<file path="config.mk">
export PLATFORM = sky130hd
export DESIGN_NAME = dpsr_shift_register
export DESIGN_NICKNAME = d
export VERILOG_FILES = /design/src/include/dpsr_pkg.sv /design/src/hw/dpsr_shift_register.sv
export SDC_FILE = /design/constraint.sdc
export NUM_CORES = 1
export LEC_CHECK = 0
export BUFFER_PORTS_ARGS = -buffer_cell sky130_fd_sc_hd__buf_2
export CORE_ASPECT_RATIO = 0.75
export CORE_UTILIZATION = 40
export DETAILED_ROUTE_END_ITERATION = 8
export PLACE_DENSITY = 0.84
export SYNTH_ARGS = -nofsm -noshare
export SYNTH_HDL_FRONTEND = slang
export SYNTH_SLANG_ARGS = --single-unit
</file>
<file path="constraint.sdc">
create_clock -name mclk -period 1.27 [get_ports mclk]
set_clock_uncertainty 0.05 [all_clocks]
set_input_delay 0.381 -clock mclk [delete_from_list [all_inputs] [get_ports mclk]]
set_output_delay 0.381 -clock mclk [all_outputs]
set_load 0.02 [all_outputs]
</file>
<file path="src/include/dpsr_pkg.sv">
// Package for the dual preset shift register block
package dpsr_pkg;

    // ----------------------------------------
    // Register map (byte addresses)
    // ----------------------------------------
    localparam logic [3:0]  DPSR_CTRL_OFFSET   = 4'h0;
    localparam logic [3:0]  DPSR_STATUS_OFFSET = 4'h4;

    // ----------------------------------------
    // Field positions and reset values
    // ----------------------------------------
    localparam int          DPSR_CTRL_CLEAR_BIT = 0;
    localparam logic [31:0] DPSR_CTRL_RESET     = 32'h0000_0000;
    localparam logic [31:0] DPSR_READ_UNMAPPED  = 32'h0000_0000;
    localparam logic [3:0]  DPSR_STAGE_RESET    = 4'h0;

    // ----------------------------------------
    // Timing
    // ----------------------------------------
    localparam int          DPSR_BUS_WAIT_CYCLES = 1;

endpackage

</file>
<file path="src/hw/dpsr_shift_register.sv">
// Four-stage dual preset shift register with Avalon-MM slave
//
// Function
// - Four stages ordered first to last shift data toward the last stage.
// - Clear with no active preset forces all stages low, regardless of the shift clock.
// - Presets act at once, regardless of the shift clock level, like clear.
// - Stages change through shifting only on a rising shift clock edge.
// - On a rising edge the first stage takes serial_in and each later stage its predecessor.
// - A stage preset is active when enable one and its first data, or enable two and its second data, are high.
// - With clear and the CTRL clear bit low, no shift edge and preset inactive, a stage holds its level.
// - Devices cascade by feeding last_stage_output to the next serial_in on a shared clock.
`timescale 1ns/100ps
`default_nettype none

module dpsr_shift_register
    import dpsr_pkg::*;
#(
    parameter int STAGES = 4
)
(
    input  wire logic                mclk,
    input  wire logic                reset_n,
    input  wire logic                shift_clk,
    input  wire logic                serial_in,
    input  wire logic                clear,
    input  wire logic                preset_enable_one,
    input  wire logic                preset_enable_two,
    input  wire logic [STAGES-1:0]   first_source_data,
    input  wire logic [STAGES-1:0]   second_source_data,
    output var  logic                last_stage_output,
    input  wire logic [3:0]          avs_address,
    input  wire logic                avs_read,
    input  wire logic                avs_write,
    input  wire logic [31:0]         avs_writedata,
    input  wire logic [3:0]          avs_byteenable,
    output var  logic [31:0]         avs_readdata,
    output var  logic                avs_waitrequest
);

    // ----------------------------------------
    // Input synchronisers
    // ----------------------------------------
    localparam int SW = 2 * STAGES + 5;

    logic [SW-1:0]     sync1_reg;
    logic [SW-1:0]     sync2_reg;
    logic              shift_clk_d_reg;
    logic              ser_s;
    logic              clr_s;
    logic              pe1_s;
    logic              pe2_s;
    logic              sclk_s;
    logic [STAGES-1:0] p1_s;
    logic [STAGES-1:0] p2_s;

    always_ff @(posedge mclk or negedge reset_n)
    begin
        if (!reset_n)
        begin
            sync1_reg <= '0;
            sync2_reg <= '0;
        end
        else
        begin
            sync1_reg <= {shift_clk, serial_in, clear, preset_enable_one,
                          preset_enable_two, first_source_data, second_source_data};
            sync2_reg <= sync1_reg;
        end
    end

    assign {sclk_s, ser_s, clr_s, pe1_s, pe2_s, p1_s, p2_s} = sync2_reg;

    always_ff @(posedge mclk or negedge reset_n)
    begin
        if (!reset_n)
            shift_clk_d_reg <= 1'b0;
        else
            shift_clk_d_reg <= sclk_s;
    end

    // ----------------------------------------
    // Preset, clear and shift decode
    // ----------------------------------------
    logic              ctrl_clear_reg;
    logic              clear_eff;
    logic              shift_edge;
    logic [STAGES-1:0] preset_vec;
    logic [STAGES-1:0] stage_reg;
    logic [STAGES-1:0] stage_next;

    assign preset_vec = ({STAGES{pe1_s}} & p1_s) | ({STAGES{pe2_s}} & p2_s);
    assign clear_eff  = clr_s | ctrl_clear_reg;
    assign shift_edge = sclk_s & ~shift_clk_d_reg;

    always_comb
    begin
        stage_next = stage_reg;
        for (int i = 0; i < STAGES; i++)
        begin
            if (preset_vec[i])
                stage_next[i] = 1'b1;
            else if (clear_eff)
                stage_next[i] = 1'b0;
            else if (shift_edge)
                stage_next[i] = (i == 0) ? ser_s : stage_reg[i-1];
        end
    end

    always_ff @(posedge mclk or negedge reset_n)
    begin
        if (!reset_n)
            stage_reg <= DPSR_STAGE_RESET[STAGES-1:0];
        else
            stage_reg <= stage_next;
    end

    assign last_stage_output = stage_reg[STAGES-1];

    // ----------------------------------------
    // Avalon-MM slave, one wait cycle
    // ----------------------------------------
    logic       bus_req;
    logic       bus_take;
    logic [1:0] word_sel;

    assign bus_req  = avs_read | avs_write;
    assign bus_take = bus_req & ~avs_waitrequest;
    assign word_sel = avs_address[3:2];

    always_ff @(posedge mclk or negedge reset_n)
    begin
        if (!reset_n)
            avs_waitrequest <= 1'b1;
        else if (bus_req && avs_waitrequest)
            avs_waitrequest <= 1'b0;
        else
            avs_waitrequest <= 1'b1;
    end

    always_ff @(posedge mclk or negedge reset_n)
    begin
        if (!reset_n)
            ctrl_clear_reg <= DPSR_CTRL_RESET[DPSR_CTRL_CLEAR_BIT];
        else if (bus_take && avs_write && word_sel == DPSR_CTRL_OFFSET[3:2]
                 && avs_byteenable[0])
            ctrl_clear_reg <= avs_writedata[DPSR_CTRL_CLEAR_BIT];
    end

    always_ff @(posedge mclk or negedge reset_n)
    begin
        if (!reset_n)
            avs_readdata <= DPSR_READ_UNMAPPED;
        else if (avs_read && avs_waitrequest)
        begin
            if (word_sel == DPSR_CTRL_OFFSET[3:2])
                avs_readdata <= {31'h0000_0000, ctrl_clear_reg};
            else if (word_sel == DPSR_STATUS_OFFSET[3:2])
                avs_readdata <= {{(32-STAGES){1'b0}}, stage_reg};
            else
                avs_readdata <= DPSR_READ_UNMAPPED;
        end
    end

    // ----------------------------------------
    // Assertions
    // ----------------------------------------
    logic clean;
    assign clean = ~clear_eff & (preset_vec == '0);

    AST_CLEAR_LOW: assert property (@(posedge mclk) disable iff (!reset_n)
        (clear_eff && preset_vec == '0) |=> (stage_reg == '0))
        else $error("clear did not empty the stages");

    AST_PRESET_NO_CLOCK: assert property (@(posedge mclk) disable iff (!reset_n)
        (!shift_edge && preset_vec != '0) |=>
        ((stage_reg & $past(preset_vec)) == $past(preset_vec)))
        else $error("preset did not act without shift edge");

    AST_CHANGE_ON_EDGE: assert property (@(posedge mclk) disable iff (!reset_n)
        ($past(clean) && stage_reg != $past(stage_reg)) |-> $past(shift_edge))
        else $error("stages changed without rising shift edge");

    AST_SHIFT_STEP: assert property (@(posedge mclk) disable iff (!reset_n)
        (shift_edge && clean) |=>
        (stage_reg == {$past(stage_reg[STAGES-2:0]), $past(ser_s)}))
        else $error("shift step wrong");

    AST_PRESET_SOURCE_ONE: assert property (@(posedge mclk) disable iff (!reset_n)
        (clear_eff && pe1_s && !pe2_s) |=> (stage_reg == $past(p1_s)))
        else $error("load from source one wrong");

    AST_HOLD: assert property (@(posedge mclk) disable iff (!reset_n)
        (clean && !shift_edge) |=> (stage_reg == $past(stage_reg)))
        else $error("stages did not hold");

    AST_PRESET_HIGH: assert property (@(posedge mclk) disable iff (!reset_n)
        (!clear_eff && preset_vec != '0) |=>
        ((stage_reg & ~$past(preset_vec)) == ($past(stage_next) & ~$past(preset_vec)))
        && ((stage_reg & $past(preset_vec)) == $past(preset_vec)))
        else $error("preset without clear wrong");

    AST_LAST_OUT: assert property (@(posedge mclk) disable iff (!reset_n)
        (shift_edge && clean) |=> (last_stage_output == $past(stage_reg[STAGES-2])))
        else $error("serial output not from last stage");

    COV_SHIFT: cover property (@(posedge mclk) disable iff (!reset_n)
        shift_edge && clean && ser_s);
    COV_LOAD_TWO: cover property (@(posedge mclk) disable iff (!reset_n)
        clear_eff && pe2_s && p2_s != '0);
    COV_BUS_READ: cover property (@(posedge mclk) disable iff (!reset_n)
        bus_take && avs_read && word_sel == DPSR_STATUS_OFFSET[3:2]);

endmodule

`default_nettype wire

</file>
==> metrics.md <==
| Metric | Value |
|---|---|
| CTS Root Cell | `clkbuf_8` |
| Slowest cell on crit path | `dfstp_2` |
| Reg clk slew, reported paths | `70 ps` |
| Commonest non-fill, non-tap cells in the layout | `dfrtp_1 (36), conb_1 (28), buf_2 (20)` |
| Hold_sp | `second_source_data[1]` |
| Area after DPL | `1460 um^2` |
| Worst setup EP type | `primary output` |
| Leading cell type in the layout, fill and taps excluded | `dfrtp_1` |
| RR Startpoint | `avs_waitrequest$_DFF_PN1_` |
| Worst Path Required | `840 ps` |
| I/O Pins | `91` |
| Area share of and/or/nand/nor cells after synthesis | `0.0537` |
| Place WS | `-40.0 ps` |
| Final WL | `1870 um` |
| Critical Path AT | `930 ps` |
| Post-DRT Antenna Nets | `0` |
| RSZ-0062 raised after global routing | `true` |
| Number of distinct library cells after synthesis | `17` |
| Max cap viols | `0` |
| TritonCTS Buffers | `5` |
| Clk_lat worst skew | `280 ps` |
| Max Fclk | `0.734 GHz` |
| Static leakage | `0.838 nW` |
| Vias in the first global route | `711` |
| First-pass GRT wire length | `3010 um` |
| Min-Delay Path Class | `input port to flop` |
| Failing checks | `setup timing` |
| Placed Cells | `155` |
| Die height | `52.4 um` |
| Peak VDD IR | `0.000892 V` |
| Mapped Area | `1350 um^2` |
| Gr ovfl total | `0` |
| Layout Nets | `188` |
| Slowest stage delay, CP | `540 ps` |
| Fin crit share | `1.07` |
| All-Layer GR Usage | `0.116` |
| TritonRoute pass-1 iters | `2` |
| Setup violations, final | `1` |
| WL per Instance | `11.0 um` |
| Die width | `69.1 um` |
| Final Max Slew Viols | `0` |
| Crit-path leading delay family | `flip-flops` |
| Synth-to-Final Area Change | `23.5%` |
| Initial Utilization | `0.439` |
| Clock sink total | `37` |
| Placed wire-length estimate | `1370 um` |
| Synth top area share | `0.666` |
| R2r worst-path depth | `4` |
| Sequential area share after synthesis | `0.685` |
| Worst setup SP type | `flop` |
| Largest family of logic cells by synthesized area | `buffers and inverters` |
| Die area | `3620 um^2` |
| WS Path Type | `flop to primary output` |
| Final instance area | `1670 um^2` |
| Reg2reg setup slack | `10 ps` |
| Seq cells post-synth | `37` |
| Ys Warns | `0` |
| H-Tree Depth | `2` |
| GP Congestion | `0.723` |
| Final cell count without fillers | `170` |
| Total core area | `3080 um^2` |
| CTS tree | `yes` |
| CTS Buffer Depth | `2` |
| Hold Path End | `sync1_reg[1]$_DFF_PN0_` |
| DR vias | `744` |
| Reg2reg end | `ctrl_clear_reg$_DFFE_PN0P_` |
| Ant diodes | `0` |
| DRC | `0` |
| Mapped Cells | `89` |
| Tmin final | `1360 ps` |
| Synth Area in Compound Gates | `0.0842` |
| Largest net degree at the start of global routing | `28` |
| Vias/cell | `4.38` |
| Xor and xnor area share after synthesis | `0` |
| Hold Path Depth | `1` |
| Ratio of cells with drive above 1 in the final layout | `0.371` |
| Initial antenna violation count | `0` |
| Power per cell area | `1590 nW/um^2` |
| Starting DRC count in detailed routing | `6` |
| Final worst slack | `-92.8 ps` |
| Mean area per synthesized cell | `15.2 um^2` |
| Final hold viol count | `0` |
| Post-synthesis adder-cell area fraction | `0` |
| # port buffers | `26` |
| Setup TNS | `-92.8 ps` |
| Fillers | `259` |
| Main area contributors after synthesis | `dfrtp_1 (67%), buf_4 (16%), a22o_1 (4.5%)` |
| Site row count | `17` |
| Multiplexer share of the synthesized area | `0.0185` |
| Most area-hungry cell type in the Yosys netlist | `dfrtp_1` |
| Critical-path cell list | `buf_6` |
| Critical path buffer and inverter count | `1` |
| Largest driver fanout on the critical path | `2` |
| Status | `finished with violations` |
-- layer usage --
metal / vias up / GRT usage / wire length, um
met5: - / 0 / 0
met3: 3 / 0.0577 / 180
met1: 354 / 0.112 / 732
li1: 333 / - / -
met4: 0 / 0.0816 / 21
met2: 54 / 0.197 / 936
-- repair_timing --
item | CTS | global route
hold buffers | 1 | 0
setup endpoints to repair | 3 | 10
buffers inserted | 2 | 4
pin swaps | 0 | 2
hold endpoints to repair | 10 | 0
gates resized for setup | 5 | 9
-- layout make-up --
| type | count | area [um^2] | area share |
|---|---|---|---|
| clock inverter | 2 | 38.8 | 0.0232 |
| sequential | 37 | 927 | 0.555 |
| clock buffer | 6 | 72.6 | 0.0434 |
| tap | 38 | 47.5 | 0.0285 |
| multi-input combinational | 51 | 330 | 0.198 |
| timing repair buffer | 36 | 254 | 0.152 |
-- kinds of logic (layout without fill, tap and decap cells) --
family                 Yosys count  in the layout
and+or+nand+nor                  8              8
DFF                             37             37
AOI/OAI and AO/OA               13             13
muxes                            2              2
other                            1             28
buffers and inverters           28             44
-- worst max path at each step --
stage                                    startpoint                           to  slack, ps  depth (start not counted)
after global placement               avs_address[2]   ctrl_clear_reg$_DFFE_PN0P_          2                          4
after global routing      avs_waitrequest$_DFF_PN1_              avs_waitrequest       -130                          1
after detailed placement             avs_address[2]   ctrl_clear_reg$_DFFE_PN0P_        -40                          4
final                     avs_waitrequest$_DFF_PN1_              avs_waitrequest        -90                          1
after floorplan           avs_waitrequest$_DFF_PN1_  avs_readdata[1]$_DFFE_PN0P_         70                          3
after CTS                 avs_waitrequest$_DFF_PN1_              avs_waitrequest       -110                          1
-- cell usage after synthesis (all sizes together) --
cell type,number
o21ai,1
conb,1
buf,28
a22o,7
nor2b,1
nand2,2
mux2,1
nor3b,2
mux2i,1
o31ai,1
nor3,2
dfrtp,36
a221o,4
dfstp,1
nand3,1
-- power by group --
| part | internal, mW | leakage (nW) | switching [mW] |
|---|---|---|---|
| combinational | 0.163 | 0.347 | 0.193 |
| clock | 0.588 | 0.0554 | 0.385 |
| sequential | 1.27 | 0.436 | 0.0647 |
-- through the flow --
stage	total power [mW]	util	hold slack, ps
floorplan	1.59	-	35.4
global placement	1.62	0.472	202
detailed placement	1.64	0.472	212
CTS	2.65	0.521	136
global route	2.78	0.542	130
finish	2.66	0.542	148
Power figures use the tool's default switching activity.
